## src/rtl/timer_unit_pkg.sv

```systemverilog
`default_nettype none
package timer_unit_pkg;
	// Register indices; byte address is four times the index
	localparam logic [7:0] IDX_TIMER_CONTROL = 8'h88;
	localparam logic [7:0] IDX_TIMER_MODE_SELECT = 8'h89;
	localparam logic [7:0] IDX_TIMER0_COUNT_LOW = 8'h8a;
	localparam logic [7:0] IDX_TIMER1_COUNT_LOW = 8'h8b;
	localparam logic [7:0] IDX_TIMER0_COUNT_HIGH = 8'h8c;
	localparam logic [7:0] IDX_TIMER1_COUNT_HIGH = 8'h8d;
	localparam logic [7:0] IDX_CC_ENABLE = 8'hc1;
	localparam logic [7:0] IDX_CC1_LOW = 8'hc2;
	localparam logic [7:0] IDX_CC1_HIGH = 8'hc3;
	localparam logic [7:0] IDX_CC2_LOW = 8'hc4;
	localparam logic [7:0] IDX_CC2_HIGH = 8'hc5;
	localparam logic [7:0] IDX_CC3_LOW = 8'hc6;
	localparam logic [7:0] IDX_CC3_HIGH = 8'hc7;
	localparam logic [7:0] IDX_SECOND_TIMER_CONTROL = 8'hc8;
	localparam logic [7:0] IDX_RELOAD_VALUE_LOW = 8'hca;
	localparam logic [7:0] IDX_RELOAD_VALUE_HIGH = 8'hcb;
	localparam logic [7:0] IDX_SECOND_TIMER_LOW_BYTE = 8'hcc;
	localparam logic [7:0] IDX_SECOND_TIMER_HIGH_BYTE = 8'hcd;
	localparam logic [7:0] IDX_COMPARE_LEVEL = 8'hce;
	localparam logic [7:0] IDX_SECOND_TIMER_STATUS = 8'hcf;
	localparam logic [7:0] REG_RESET = 8'h00;
	// timer_control fields
	localparam int TF1_BIT = 7;
	localparam int TR1_BIT = 6;
	localparam int TF0_BIT = 5;
	localparam int TR0_BIT = 4;
	// timer_mode_select fields, one nibble per timer
	localparam int T1_NIBBLE = 4;
	localparam int GATE_BIT = 3;
	localparam int CT_BIT = 2;
	localparam logic [1:0] MODE_PRESCALE = 2'h0;
	localparam logic [1:0] MODE_FULL = 2'h1;
	localparam logic [1:0] MODE_RELOAD8 = 2'h2;
	localparam logic [1:0] MODE_SPLIT = 2'h3;
	localparam logic [4:0] PRESCALE_MAX = 5'h1f;
	localparam logic [7:0] BYTE_MAX = 8'hff;
	localparam logic [15:0] WORD_MAX = 16'hffff;
	// Second timer control and status fields
	localparam logic [1:0] T2_STOP = 2'h0;
	localparam logic [1:0] T2_TIMER = 2'h1;
	localparam logic [1:0] T2_COUNTER = 2'h2;
	localparam logic [1:0] T2_GATED = 2'h3;
	localparam int T2_PRESCALE_BIT = 2;
	localparam int T2_RELOAD_MODE_BIT = 3;
	localparam int T2_RELOAD_EN_BIT = 4;
	localparam int T2_CAPTURE_MODE_BIT = 5;
	localparam int T2_COMPARE_MODE_BIT = 6;
	localparam int ST_OVF_BIT = 0;
	localparam int ST_TRIG_BIT = 1;
	localparam int ST_MATCH_LSB = 2;
	localparam logic [1:0] CC_CAPTURE = 2'h1;
	localparam logic [1:0] CC_COMPARE = 2'h2;
	// Machine cycle divider
	localparam logic [3:0] OSC_DIVIDE = 4'hc;
	// Synchronised pin positions
	localparam int PIN_COUNT0 = 0;
	localparam int PIN_COUNT1 = 1;
	localparam int PIN_GATE_A = 2;
	localparam int PIN_GATE_B = 3;
	localparam int PIN_T2 = 4;
	localparam int PIN_TRIG = 5;
	localparam int PIN_CC_LSB = 6;
	localparam int NUM_PINS = 10;
	typedef enum logic [2:0] {BUS_IDLE = 3'b001, BUS_WRITE = 3'b010, BUS_READ = 3'b100} bus_state_t;
endpackage : timer_unit_pkg
`default_nettype wire

```

## src/rtl/triple_timer_counter_unit.sv

```systemverilog
// What this block does
// - Three independent timer/counters, each holding a 16-bit count.
// - Timer operation counts once per machine cycle, oscillator divided by twelve.
// - Counter operation counts external edges at most one per 24 oscillator clocks.
// - Mode 0: 8-bit counter behind a divide-by-32 prescaler, timers 0 and 1.
// - Mode 1: full 16-bit counter, timers 0 and 1.
// - Mode 2: 8-bit counter reloading from the high byte on overflow.
// - Mode 3: timer 0 splits into an 8-bit timer/counter and an 8-bit timer.
// - Timer 1 in mode 3 stops and holds its count.
// - Gate inputs a and b may enable counting of timers 0 and 1.
// - Timer 2 is 16-bit with selectable divide-by-2 prescaler and gate.
// - Timer 2 has four 16-bit capture/compare registers, each with its own pin.
// - The reload register loads timer 2 on a reload event.
// - Reload mode 0 reloads timer 2 on its overflow.
// - Reload mode 1 reloads on a trigger pin falling edge and flags a request.
// - A capture copies the current 16-bit timer 2 value into the register.
// - Capture mode 0 captures on a rising edge of the channel pin.
// - Capture mode 1 captures on a software write to the low byte.
// - Compare mode matches register against timer 2, drives the pin, flags a request.
// - Compare mode 0: pin goes high on match, low on timer 2 overflow.
// - Compare mode 1: software picks the match level; overflow leaves the pin.
//
// Our own choice: the AHB-Lite interface to the registers.
`default_nettype none
module triple_timer_counter_unit (
	input wire logic hclk,
	input wire logic hresetn,
	input wire logic hsel,
	input wire logic [31:0] haddr,
	input wire logic [1:0] htrans,
	input wire logic hwrite,
	input wire logic [2:0] hsize,
	input wire logic [31:0] hwdata,
	input wire logic hready,
	output logic hreadyout,
	output logic [31:0] hrdata,
	output logic hresp,
	input wire logic timer0_count_pin,
	input wire logic timer1_count_pin,
	input wire logic gate_input_a,
	input wire logic gate_input_b,
	input wire logic second_timer_count_pin,
	input wire logic reload_trigger_pin,
	input wire logic [3:0] capture_compare_pin_in,
	output logic [3:0] capture_compare_pin_out,
	output logic [3:0] capture_compare_pin_oe
);
	typedef struct packed {
		timer_unit_pkg::bus_state_t bus;
		logic [7:0] idx;
		logic hready_o;
		logic [31:0] rdata;
		logic hresp_o;
		logic [3:0] tick_cnt;
		logic [9:0] sync1;
		logic [9:0] sync2;
		logic [9:0] smp;
		logic [7:0] timer_control;
		logic [7:0] timer_mode_select;
		logic [7:0] tl0;
		logic [7:0] th0;
		logic [7:0] tl1;
		logic [7:0] th1;
		logic [15:0] t2;
		logic pre2;
		logic [7:0] t2ctl;
		logic [7:0] t2stat;
		logic [7:0] ccen;
		logic [3:0][15:0] cc;
		logic [3:0] cmp_level;
		logic [3:0] cmp_out;
		logic [3:0] cc_oe;
	} state_t;

	state_t s_reg;
	state_t s_next;
	logic tick;
	logic [9:0] fall;
	logic [9:0] rise;
	logic ev0;
	logic ev1;
	logic ev2;
	logic ovf2;
	logic wr_now;

	// One 8-bit/16-bit step of timer 0 or 1; returns {overflow, high, low}
	function automatic logic [16:0] step01(input logic [1:0] mode, input logic [7:0] tl, input logic [7:0] th);
		logic [16:0] r;
		r = {1'b0, th, tl};
		case (mode)
			timer_unit_pkg::MODE_PRESCALE: begin
				if (tl[4:0] == timer_unit_pkg::PRESCALE_MAX) begin
					r = {th == timer_unit_pkg::BYTE_MAX, th + 8'h01, tl[7:5], 5'h00};
				end else begin
					r = {1'b0, th, tl[7:5], tl[4:0] + 5'h01};
				end
			end
			timer_unit_pkg::MODE_FULL: begin
				r = {({th, tl} == timer_unit_pkg::WORD_MAX), {th, tl} + 16'h0001};
			end
			timer_unit_pkg::MODE_RELOAD8: begin
				if (tl == timer_unit_pkg::BYTE_MAX) begin
					r = {1'b1, th, th};
				end else begin
					r = {1'b0, th, tl + 8'h01};
				end
			end
			default: begin
				r = {1'b0, th, tl};
			end
		endcase
		return r;
	endfunction : step01

	// Run enable with optional gate pin
	function automatic logic run_gate(input logic tr, input logic gate, input logic pin);
		return tr & (~gate | pin);
	endfunction : run_gate

	// Capture/compare register decode: {hit, high byte, channel}
	function automatic logic [3:0] cc_decode(input logic [7:0] idx);
		case (idx)
			timer_unit_pkg::IDX_RELOAD_VALUE_LOW: return 4'b1000;
			timer_unit_pkg::IDX_RELOAD_VALUE_HIGH: return 4'b1100;
			timer_unit_pkg::IDX_CC1_LOW: return 4'b1001;
			timer_unit_pkg::IDX_CC1_HIGH: return 4'b1101;
			timer_unit_pkg::IDX_CC2_LOW: return 4'b1010;
			timer_unit_pkg::IDX_CC2_HIGH: return 4'b1110;
			timer_unit_pkg::IDX_CC3_LOW: return 4'b1011;
			timer_unit_pkg::IDX_CC3_HIGH: return 4'b1111;
			default: return 4'b0000;
		endcase
	endfunction : cc_decode

	// Machine cycle strobe and pin events, both only on the strobe
	assign tick = (s_reg.tick_cnt == timer_unit_pkg::OSC_DIVIDE - 4'h1);
	assign fall = tick ? (s_reg.smp & ~s_reg.sync2) : 10'h000;
	assign rise = tick ? (~s_reg.smp & s_reg.sync2) : 10'h000;
	assign wr_now = (s_reg.bus == timer_unit_pkg::BUS_WRITE);
	// Count events; external edges are sampled once per machine cycle, so at most one per two
	assign ev0 = run_gate(s_reg.timer_control[timer_unit_pkg::TR0_BIT], s_reg.timer_mode_select[timer_unit_pkg::GATE_BIT],
		s_reg.sync2[timer_unit_pkg::PIN_GATE_A]) &
		(s_reg.timer_mode_select[timer_unit_pkg::CT_BIT] ? fall[timer_unit_pkg::PIN_COUNT0] : tick);
	assign ev1 = run_gate(s_reg.timer_control[timer_unit_pkg::TR1_BIT], s_reg.timer_mode_select[timer_unit_pkg::T1_NIBBLE + 3],
		s_reg.sync2[timer_unit_pkg::PIN_GATE_B]) &
		(s_reg.timer_mode_select[timer_unit_pkg::T1_NIBBLE + 2] ? fall[timer_unit_pkg::PIN_COUNT1] : tick);
	// Timer 2 source select with optional halving; the counter input bypasses the prescaler
	always_comb begin
		logic base;
		logic pre_on;
		base = 1'b0;
		case (s_reg.t2ctl[1:0])
			timer_unit_pkg::T2_TIMER: base = tick;
			timer_unit_pkg::T2_COUNTER: base = fall[timer_unit_pkg::PIN_T2];
			timer_unit_pkg::T2_GATED: base = tick & s_reg.sync2[timer_unit_pkg::PIN_T2];
			default: base = 1'b0;
		endcase
		pre_on = s_reg.t2ctl[timer_unit_pkg::T2_PRESCALE_BIT] & (s_reg.t2ctl[1:0] != timer_unit_pkg::T2_COUNTER);
		ev2 = base & (~pre_on | s_reg.pre2);
	end
	assign ovf2 = ev2 & (s_reg.t2 == timer_unit_pkg::WORD_MAX);

	// Whole next state
	always_comb begin
		logic [16:0] r0;
		logic [16:0] r1;
		logic set_tf0;
		logic set_tf1;
		logic set_trig;
		logic [3:0] match;
		logic [3:0] dec;
		logic [7:0] wd;
		logic [31:0] rd;
		logic [1:0] chm;
		s_next = s_reg;
		r0 = 17'h0_0000;
		r1 = 17'h0_0000;
		set_tf0 = 1'b0;
		set_tf1 = 1'b0;
		set_trig = 1'b0;
		match = 4'h0;
		dec = 4'h0;
		wd = hwdata[7:0];
		rd = 32'h0000_0000;
		chm = 2'h0;
		// Two-stage synchronisers, then per-cycle sample for edge detection
		s_next.sync1 = {capture_compare_pin_in, reload_trigger_pin, second_timer_count_pin,
			gate_input_b, gate_input_a, timer1_count_pin, timer0_count_pin};
		s_next.sync2 = s_reg.sync1;
		s_next.tick_cnt = tick ? 4'h0 : s_reg.tick_cnt + 4'h1;
		if (tick) begin
			s_next.smp = s_reg.sync2;
		end
		// Timer 0, normal or split
		if (s_reg.timer_mode_select[1:0] != timer_unit_pkg::MODE_SPLIT) begin
			r0 = step01(s_reg.timer_mode_select[1:0], s_reg.tl0, s_reg.th0);
			if (ev0) begin
				{s_next.th0, s_next.tl0} = r0[15:0];
				set_tf0 = r0[16];
			end
		end else begin
			if (ev0) begin
				s_next.tl0 = s_reg.tl0 + 8'h01;
				set_tf0 = (s_reg.tl0 == timer_unit_pkg::BYTE_MAX);
			end
			if (s_reg.timer_control[timer_unit_pkg::TR1_BIT] & tick) begin
				s_next.th0 = s_reg.th0 + 8'h01;
				set_tf1 = (s_reg.th0 == timer_unit_pkg::BYTE_MAX);
			end
		end
		// Timer 1; its flag belongs to the upper half of timer 0 while that is split
		r1 = step01(s_reg.timer_mode_select[5:4], s_reg.tl1, s_reg.th1);
		if (ev1) begin
			{s_next.th1, s_next.tl1} = r1[15:0];
			if (s_reg.timer_mode_select[1:0] != timer_unit_pkg::MODE_SPLIT) begin
				set_tf1 = r1[16];
			end
		end
		// Timer 2 count and reload
		if (ev2 & (s_reg.t2ctl[1:0] != timer_unit_pkg::T2_COUNTER)) begin
			s_next.pre2 = ~s_reg.pre2;
		end
		if (ev2 | (s_reg.t2ctl[timer_unit_pkg::T2_PRESCALE_BIT] & ~s_reg.pre2 & tick)) begin
			s_next.pre2 = ~s_reg.pre2;
		end
		if (ev2) begin
			s_next.t2 = s_reg.t2 + 16'h0001;
		end
		if (ovf2 & s_reg.t2ctl[timer_unit_pkg::T2_RELOAD_EN_BIT] & ~s_reg.t2ctl[timer_unit_pkg::T2_RELOAD_MODE_BIT]) begin
			s_next.t2 = s_reg.cc[0];
		end
		if (fall[timer_unit_pkg::PIN_TRIG] & s_reg.t2ctl[timer_unit_pkg::T2_RELOAD_EN_BIT] &
			s_reg.t2ctl[timer_unit_pkg::T2_RELOAD_MODE_BIT]) begin
			s_next.t2 = s_reg.cc[0];
			set_trig = 1'b1;
		end
		// Compare and capture channels
		for (int i = 0; i < 4; i++) begin
			chm = s_reg.ccen[2 * i +: 2];
			if (chm == timer_unit_pkg::CC_COMPARE) begin
				if (ovf2 & ~s_reg.t2ctl[timer_unit_pkg::T2_COMPARE_MODE_BIT]) begin
					s_next.cmp_out[i] = 1'b0;
				end
				if (ev2 & (s_next.t2 == s_reg.cc[i])) begin
					match[i] = 1'b1;
					s_next.cmp_out[i] = s_reg.t2ctl[timer_unit_pkg::T2_COMPARE_MODE_BIT] ?
						s_reg.cmp_level[i] : 1'b1;
				end
			end
			if ((chm == timer_unit_pkg::CC_CAPTURE) & ~s_reg.t2ctl[timer_unit_pkg::T2_CAPTURE_MODE_BIT] &
				rise[timer_unit_pkg::PIN_CC_LSB + i]) begin
				s_next.cc[i] = s_reg.t2;
			end
		end
		// Bus: write data phase, read wait cycle, then address phase capture
		case (s_reg.bus)
			timer_unit_pkg::BUS_WRITE: begin
				dec = cc_decode(s_reg.idx);
				case (s_reg.idx)
					timer_unit_pkg::IDX_TIMER_CONTROL: s_next.timer_control = wd;
					timer_unit_pkg::IDX_TIMER_MODE_SELECT: s_next.timer_mode_select = wd;
					timer_unit_pkg::IDX_TIMER0_COUNT_LOW: s_next.tl0 = wd;
					timer_unit_pkg::IDX_TIMER1_COUNT_LOW: s_next.tl1 = wd;
					timer_unit_pkg::IDX_TIMER0_COUNT_HIGH: s_next.th0 = wd;
					timer_unit_pkg::IDX_TIMER1_COUNT_HIGH: s_next.th1 = wd;
					timer_unit_pkg::IDX_CC_ENABLE: s_next.ccen = wd;
					timer_unit_pkg::IDX_SECOND_TIMER_CONTROL: s_next.t2ctl = wd;
					timer_unit_pkg::IDX_SECOND_TIMER_STATUS: s_next.t2stat = wd;
					timer_unit_pkg::IDX_SECOND_TIMER_LOW_BYTE: s_next.t2[7:0] = wd;
					timer_unit_pkg::IDX_SECOND_TIMER_HIGH_BYTE: s_next.t2[15:8] = wd;
					timer_unit_pkg::IDX_COMPARE_LEVEL: s_next.cmp_level = wd[3:0];
					default: begin
						if (dec[3] & dec[2]) begin
							s_next.cc[dec[1:0]][15:8] = wd;
						end else if (dec[3] & s_reg.t2ctl[timer_unit_pkg::T2_CAPTURE_MODE_BIT] &
							(s_reg.ccen[2 * dec[1:0] +: 2] == timer_unit_pkg::CC_CAPTURE)) begin
							s_next.cc[dec[1:0]] = s_reg.t2;
						end else if (dec[3]) begin
							s_next.cc[dec[1:0]][7:0] = wd;
						end
					end
				endcase
			end
			timer_unit_pkg::BUS_READ: begin
				dec = cc_decode(s_reg.idx);
				case (s_reg.idx)
					timer_unit_pkg::IDX_TIMER_CONTROL: rd[7:0] = s_reg.timer_control;
					timer_unit_pkg::IDX_TIMER_MODE_SELECT: rd[7:0] = s_reg.timer_mode_select;
					timer_unit_pkg::IDX_TIMER0_COUNT_LOW: rd[7:0] = s_reg.tl0;
					timer_unit_pkg::IDX_TIMER1_COUNT_LOW: rd[7:0] = s_reg.tl1;
					timer_unit_pkg::IDX_TIMER0_COUNT_HIGH: rd[7:0] = s_reg.th0;
					timer_unit_pkg::IDX_TIMER1_COUNT_HIGH: rd[7:0] = s_reg.th1;
					timer_unit_pkg::IDX_CC_ENABLE: rd[7:0] = s_reg.ccen;
					timer_unit_pkg::IDX_SECOND_TIMER_CONTROL: rd[7:0] = s_reg.t2ctl;
					timer_unit_pkg::IDX_SECOND_TIMER_STATUS: rd[7:0] = s_reg.t2stat;
					timer_unit_pkg::IDX_SECOND_TIMER_LOW_BYTE: rd[7:0] = s_reg.t2[7:0];
					timer_unit_pkg::IDX_SECOND_TIMER_HIGH_BYTE: rd[7:0] = s_reg.t2[15:8];
					timer_unit_pkg::IDX_COMPARE_LEVEL: rd[3:0] = s_reg.cmp_level;
					default: begin
						if (dec[3]) begin
							rd[7:0] = dec[2] ? s_reg.cc[dec[1:0]][15:8] : s_reg.cc[dec[1:0]][7:0];
						end
					end
				endcase
				s_next.rdata = rd;
			end
			default: begin
			end
		endcase
		if (s_reg.bus == timer_unit_pkg::BUS_READ) begin
			s_next.bus = timer_unit_pkg::BUS_IDLE;
			s_next.hready_o = 1'b1;
		end else if (hsel & htrans[1] & hready) begin
			s_next.idx = haddr[9:2];
			s_next.bus = hwrite ? timer_unit_pkg::BUS_WRITE : timer_unit_pkg::BUS_READ;
			s_next.hready_o = hwrite;
		end else begin
			s_next.bus = timer_unit_pkg::BUS_IDLE;
			s_next.hready_o = 1'b1;
		end
		// Hardware flag sets win over a software clear in the same cycle
		s_next.timer_control[timer_unit_pkg::TF0_BIT] = s_next.timer_control[timer_unit_pkg::TF0_BIT] | set_tf0;
		s_next.timer_control[timer_unit_pkg::TF1_BIT] = s_next.timer_control[timer_unit_pkg::TF1_BIT] | set_tf1;
		s_next.t2stat[timer_unit_pkg::ST_OVF_BIT] = s_next.t2stat[timer_unit_pkg::ST_OVF_BIT] | ovf2;
		s_next.t2stat[timer_unit_pkg::ST_TRIG_BIT] = s_next.t2stat[timer_unit_pkg::ST_TRIG_BIT] | set_trig;
		s_next.t2stat[timer_unit_pkg::ST_MATCH_LSB +: 4] = s_next.t2stat[timer_unit_pkg::ST_MATCH_LSB +: 4] | match;
		for (int i = 0; i < 4; i++) begin
			s_next.cc_oe[i] = (s_next.ccen[2 * i +: 2] == timer_unit_pkg::CC_COMPARE);
		end
	end

	// State register; reset loads constants only
	always_ff @(posedge hclk or negedge hresetn) begin
		if (!hresetn) begin
			s_reg <= '{bus: timer_unit_pkg::BUS_IDLE, hready_o: 1'b1, timer_control: timer_unit_pkg::REG_RESET,
				timer_mode_select: timer_unit_pkg::REG_RESET, default: '0};
		end else begin
			s_reg <= s_next;
		end
	end

	assign hreadyout = s_reg.hready_o;
	assign hrdata = s_reg.rdata;
	assign hresp = s_reg.hresp_o;
	assign capture_compare_pin_out = s_reg.cmp_out;
	assign capture_compare_pin_oe = s_reg.cc_oe;
endmodule : triple_timer_counter_unit
`default_nettype wire

```

## config.mk

```make
export PLATFORM = sky130hd
export DESIGN_NAME = triple_timer_counter_unit
export DESIGN_NICKNAME = d
export VERILOG_FILES = /design/src/rtl/timer_unit_pkg.sv /design/src/rtl/triple_timer_counter_unit.sv
export SDC_FILE = /design/constraint.sdc
export NUM_CORES = 1
export LEC_CHECK = 0
export ABC_CLOCK_PERIOD_IN_PS = 3650
export BUFFER_PORTS_ARGS = -buffer_cell sky130_fd_sc_hd__buf_2
export CAP_MARGIN = 20
export CELL_PAD_IN_SITES_DETAIL_PLACEMENT = 1
export CELL_PAD_IN_SITES_GLOBAL_PLACEMENT = 1
export CORE_MARGIN = 2
export CORE_UTILIZATION = 47
export CTS_CLUSTER_DIAMETER = 40
export CTS_CLUSTER_SIZE = 14
export DETAILED_ROUTE_END_ITERATION = 16
export PLACE_DENSITY_LB_ADDON = 0.1
export SLEW_MARGIN = 5
export SYNTH_ARGS = -nofsm -noshare
export SYNTH_HDL_FRONTEND = slang
export SYNTH_SLANG_ARGS = --single-unit
export TNS_END_PERCENT = 10
```

## constraint.sdc

```tcl
create_clock -name hclk -period 3.65 [get_ports hclk]
set_clock_uncertainty 0.05 [all_clocks]
set_input_delay 0.73 -clock hclk [delete_from_list [all_inputs] [get_ports hclk]]
set_output_delay 0.73 -clock hclk [all_outputs]
set_load 0.02 [all_outputs]
```

Yosys cells after proc, flatten, opt, wreduce, memory -nomap -nowiden:

Cells that the tools add are included.

* bits in registers: 219
* output and inout port bits: 42
* word-level logic and storage cells: 268

* add/sub/neg operators: 10
* magnitude comparators: 3
* equal/unequal tests: 58
* shifts and indexed selects: 1
* muxes and demuxes: 91
* bitwise operators: 55
* reduce and logical (&&, ||, !) cells: 19

Operators with widths (count)
* 64-bit two-way mux: 5
* 16-bit two-way mux: 13
* 64-bit bitwise mux: 3
* 8-bit == test, second input constant: 24
* 8-bit two-way mux: 14
* 17-bit case mux with 3 select lines: 2
* 16-bit demux with 2-bit select: 3
* 4-bit case mux with 12 select lines: 2
* 82-bit two-way mux: 1
* 17-bit two-way mux: 4
* 16-bit == test: 4
* 16-bit by 1-bit adder with 16-bit output, second input constant: 3
* 16-bit == test, second input constant: 3
* 1-bit AND: 34
* 8-bit by 1-bit adder with 8-bit output, second input constant: 4
* 16-bit binary-select mux with 2-bit select: 1
* 4-bit case mux with 8 select lines: 1
* 1-bit two-way mux: 31
* 2-bit == test, second input constant: 12
* 2-bit AND reduction: 10
* 2-bit by 1-bit == test with 1-bit output, second input constant: 8
* 4-bit two-way mux: 4
* 6-bit two-way mux: 2
* 12-bit OR reduction: 1
* other kinds (23): 48

Logic depth before layout (Yosys ltp):

* word-level depth: 15
* mapped depth: 13

Worst setup path before layout:

No wires, ideal clock.

* path type: register to register
* from: reg s_reg[101] (netlist name)
* to: reg s_reg, in the netlist capture_compare_pin_out[1]
* arrival time: 2.972 ns
* data required time: 3.473 ns
* slack: 0.501 ns
* stages on the path, launching flop included: 11
* buffers on the path: 1
* period minus slack after synthesis: 3.149 ns
* path through: dfrtp_1 -> ha_1 -> nand2_1 -> or4_4 -> o311ai_1 -> and3_1 -> buf_2 -> o2bb2ai_1 -> or4_1 -> or4_4 -> mux2i_1

* longest elaborated chain between the ends: 10

Ends and longest elaborated chain
* start, declared: line triple_timer_counter_unit.sv:75 `state_t s_reg;`
* start signal, assigned: line triple_timer_counter_unit.sv:335 `s_reg <= '{bus: timer_unit_pkg::BUS_IDLE, hready_o: 1'b1, timer_control: timer_unit_pkg::REG_RESET,`
* start signal, assigned: line triple_timer_counter_unit.sv:338 `s_reg <= s_next;`
* parallel branches: the longest is 10 deep, another holds 16-bit by 1-bit adder with 16-bit output

Several ways; the timed one is not identified.
A chain may end at the register's enable or synchronous reset.

Worst setup path after layout:

* from: reg s_reg[93] (netlist name)
* to: reg s_reg, in the netlist capture_compare_pin_out[1]

* longest elaborated chain between the ends: 14

Ends and longest elaborated chain
* 2-bit != test: line triple_timer_counter_unit.sv:158 `pre_on = s_reg.t2ctl[timer_unit_pkg::T2_PRESCALE_BIT] & (s_reg.t2ctl[1:0] != timer_unit_pkg::T2_COUNTER);`
* 1-bit AND: line triple_timer_counter_unit.sv:158
* 1-bit inverter: line triple_timer_counter_unit.sv:159 `ev2 = base & (~pre_on | s_reg.pre2);`
* 1-bit bitwise OR: line triple_timer_counter_unit.sv:159
* 1-bit AND *: line triple_timer_counter_unit.sv:159
* 1-bit AND: line triple_timer_counter_unit.sv:161 `assign ovf2 = ev2 & (s_reg.t2 == timer_unit_pkg::WORD_MAX);`
* 1-bit AND (2 in a row): line triple_timer_counter_unit.sv:229 `if (ovf2 & s_reg.t2ctl[timer_unit_pkg::T2_RELOAD_EN_BIT] & ~s_reg.t2ctl[timer_unit_pkg::T2_RELOAD_MODE_BIT]) b ...`
* 16-bit two-way mux: line triple_timer_counter_unit.sv:229
* 16-bit two-way mux: line triple_timer_counter_unit.sv:232 `if (fall[timer_unit_pkg::PIN_TRIG] & s_reg.t2ctl[timer_unit_pkg::T2_RELOAD_EN_BIT] &`
* 16-bit == test: line triple_timer_counter_unit.sv:244 `if (ev2 & (s_next.t2 == s_reg.cc[i])) begin`
* 1-bit AND: line triple_timer_counter_unit.sv:244
* 2-bit nonzero test (no line)
* 2-bit AND reduction (no line)

Mark *: on every way between the ends. The rest lies on a longest branch, timed or not.

==> flow_metrics.py <==
metrics = {
    "status": {
        "run_status": "completed",
    },
    "final_layout": {
        "antenna_cells_inserted": 0,
        "share_of_cells_above_drive_strength_1_pct": 18.7,
        "design.final.nets": 1709,
        "layout.cells.non_filler": 2037,
        "largest_register_ff_count": 190,
        "area_delta_synth_final_pct": 16.2,
    },
    "detailed_routing": {
        "final_antenna_net_count": 0,
        "drt_drc_violations_left": 0,
        "routed_via_density": 6.70,
        "route.final.wire_length_um": 58900,
        "dr_total_vias": 13638,
        "router_iterations_before_antenna_repair": 6,
        "dr.first_iter.drc_count": 1661,
        "route.detailed.wl_per_inst_um": 28.9,
    },
    "sta": {
        "timing_worst_slew_pin_value_ps": 964,
        "post-route-period-util_pct": 97.8,
        "unrepaired_setup_endpoints_after_global_routing": "true",
        "worst_hold_slack_ps": 155,
        "setup_viol_count_final": 0,
        "max-slew-margin-rel_pct": 35.5,
        "number_of_endpoints_with_negative_hold_slack_in_the_final_report": 0,
        "timing.final.crit_period_ps": 3570,
        "max_freq_ghz": 0.280,
        "report.final.slew_viol_count": 0,
    },
    "yosys": {
        "synthDominantCellAreaShare_pct": 38.6,
        "synth_most_common_cell": "dfrtp_1",
        "synth.mux.area_fraction_pct": 11.2,
        "ys.flop_type": "dfrtp_1",
        "netlist_top_cells_area": "dfrtp_1, mux2i_1, mux2_2",
        "synth.yosys.warnings": 0,
        "yosys_register_bits": 217,
        "synthArstFlopShare_pct": 100,
        "synth.distinct_cells": 85,
        "area_share_of_xor_xnor_cells_in_the_synthesized_design_pct": 4.61,
        "ys_seq_area_share_pct": 39.0,
        "compound_gate_portion_of_the_synthesized_area_pct": 21.4,
        "synth-edff-count": 0,
        "post_synth_most_frequent_cells": "dfrtp_1, nand2_1, o21ai_0",
        "synth_top_family_by_area": "compound AO/OA/AOI/OAI gates",
        "synthesized_area_fraction_occupied_by_adder_cells_pct": 0.718,
        "syn_inst": 1546,
        "synth_largest_area_cell": "dfrtp_1",
        "synth.cell_area_sq_um": 13900,
        "simple_logic_cell_fraction_of_the_synthesized_area_pct": 17.1,
        "syn_area_per_cell_sq_um": 9.01,
    },
    "cts": {
        "clock_latency_on_the_worst_skew_pair_ps": 540,
        "ctsLongestPathBuffers": 3,
        "clock_tree.root_cell": "clkbuf_16",
        "clk_pin_slew_worst_paths_ps": 60,
        "clock_tree.htree_level_count": 2,
        "cts_made_buffers": 38,
        "clock-sinks": 217,
        "tritoncts": "done",
        "hold_buffers": 0,
    },
    "power": {
        "power_frac_clock_pct": 45.0,
        "leakage_nw": 6.84,
        "internal-power_mw": 5.66,
        "seqPwrFrac_pct": 33.8,
        "power.combinational.fraction_pct": 21.1,
        "power.switching_mw": 2.82,
        "swShare_pct": 33.3,
        "ir_drop_v": 0.000482,
        "power_per_cell_area_nw_per_um2": 524,
    },
    "worst_setup_path": {
        "worst_setup_path_start_kind": "flop",
        "crit_path_max_fanout": 17,
        "ws_path_type": "reg -> reg",
        "arrival_ps": 3910,
        "timing.critical_path.required_ps": 3990,
        "cp-end-kind": "flop",
    },
    "floorplan": {
        "die_h_um": 176,
        "rows": 63,
        "die_x_um": 176,
        "floorplan.initialDensity_pct": 47.4,
        "core_area_sq_um": 29400,
        "design.die.area_sq_um": 31000,
        "design.portCount": 126,
    },
    "place": {
        "hpwl_um": 42400,
        "placed_cells_incl_taps": 1967,
        "gpl.final_weighted_congestion": 0.983,
        "number_of_buffers_added_on_ports": 48,
    },
    "global_routing": {
        "total_congestion_overflow_after_global_routing": 0,
        "grt-busiest-layer": "met2",
        "grt_first_pass_wirelength_um": 86900,
        "track_usage_pct": 37.8,
        "antenna_found_initial": 2,
        "met3_usage_pct": 5.28,
        "grtUsageMet2_pct": 57.6,
        "grt_start_max_net_pins": 78,
        "met1_usage_pct": 54.6,
        "first_global_vias": 13416,
    },
    "min_path": {
        "hold_class": "in -> async",
    },
    "flow_run": {
        "max-cap-violations": 0,
    },
}
kinds of logic after synthesis:
group	Yosys count
compound gates	450
xor+xnor	67
fa+ha+maj	8
buf+inv	171
flops	217
mux	147
other cells	1
simple gates	485
cell usage in the layout, fill, tap and decap left out, types with 21 or more instances in the layout:
cell type / synthesis / routed
dfrtp_1: 215 / 215
nand2_1: 187 / 187
o21ai_0: 129 / 129
nor2_1: 110 / 110
buf_4: 43 / 94
mux2i_1: 82 / 82
a21oi_1: 80 / 79
mux2_2: 64 / 64
buf_2: 10 / 47
xnor2_1: 40 / 40
clkbuf_16: 0 / 39
o22ai_1: 38 / 38
inv_1: 34 / 34
nand3_1: 33 / 33
a22oi_1: 30 / 30
a221oi_1: 28 / 28
conb_1: 1 / 25
and3_1: 22 / 22
nor3_1: 22 / 22
xor2_1: 23 / 21
stage by stage:
| step | power [mW] | instance area, sq um | utilization, % | setup WS [ps] | setup TNS (ps) |
|---|---|---|---|---|---|
| 5_1_grt | 8.72 | 16200 | 55.1 | -25.6 | -25.6 |
| 2_1_floorplan | 3.88 | 14000 | - | 501 | 0 |
| 6_report | 8.48 | 16200 | 55.1 | 79.1 | 0 |
| 3_3_place_gp | 4.58 | 14800 | 50.4 | 190 | 0 |
| 4_1_cts | 8.44 | 16200 | 55.0 | 122 | 0 |
| 3_5_place_dp | 4.61 | 14800 | 50.4 | 161 | 0 |
worst paths after layout:
check | start | endpoint | slack [ps] | depth (start not counted)
worst min-delay path | hresetn | s_reg[132] | 150 | 1
min in group hclk | second_timer_count_pin | s_next[179] | 250 | 1
worst max-delay path | s_reg[93] | capture_compare_pin_out[1] | 80 | 9
worst min register to register | s_next[178] | s_reg[178] | 300 | 0
max in group asynchronous | hresetn | s_reg[85] | 2540 | 2
worst max register to register | s_reg[93] | capture_compare_pin_out[1] | 80 | 9
routing by layer:
metal  vias to the layer above  share of wire [%]  wire length (um)
met4                         2                3.6              2150
met3                       152                8.8              5180
met1                      6905                 43             25600
li1                       5817                  -                 -
met5                         -              0.024                14
met2                       762                 44             26000
power by group through the flow:
| stage | combinational, mW | clock (mW) | sequential, mW |
|---|---|---|---|
| 2_1_floorplan | 1.15 | 0 | 2.73 |
| 3_3_place_gp | 1.69 | 0 | 2.88 |
| 3_5_place_dp | 1.72 | 0 | 2.89 |
| 4_1_cts | 1.74 | 3.85 | 2.85 |
| 5_1_grt | 1.88 | 3.96 | 2.88 |
| 6_report | 1.79 | 3.82 | 2.87 |
timing repair:
item / 4_1_cts / 5_1_grt
resized for setup: 0 / 3
buffers inserted: 0 / 0
endpoints found under the setup margin: 0 / 3
cell type report:
| type | instances | area (sq um) |
|---|---|---|
| Sequential cell | 217 | 5430 |
| Inverter | 34 | 128 |
| Multi-Input combinational cell | 1182 | 7780 |
| Clock inverter | 26 | 338 |
| Tap cell | 390 | 488 |
| Clock buffer | 44 | 1020 |
| Timing Repair Buffer | 144 | 996 |
| Fill cell | 3363 | 13200 |
worst max-delay path: stages, from the launching register on:
cell,delay (ps)
dfrtp_1,420
and4bb_4,240
a31oi_4,500
nor4_2,150
xnor2_1,420
o21a_1,370
mux2i_1,170
or4_1,430
or4_4,530
mux2i_1,150
No activity file was read; power rests on OpenSTA's default activity.
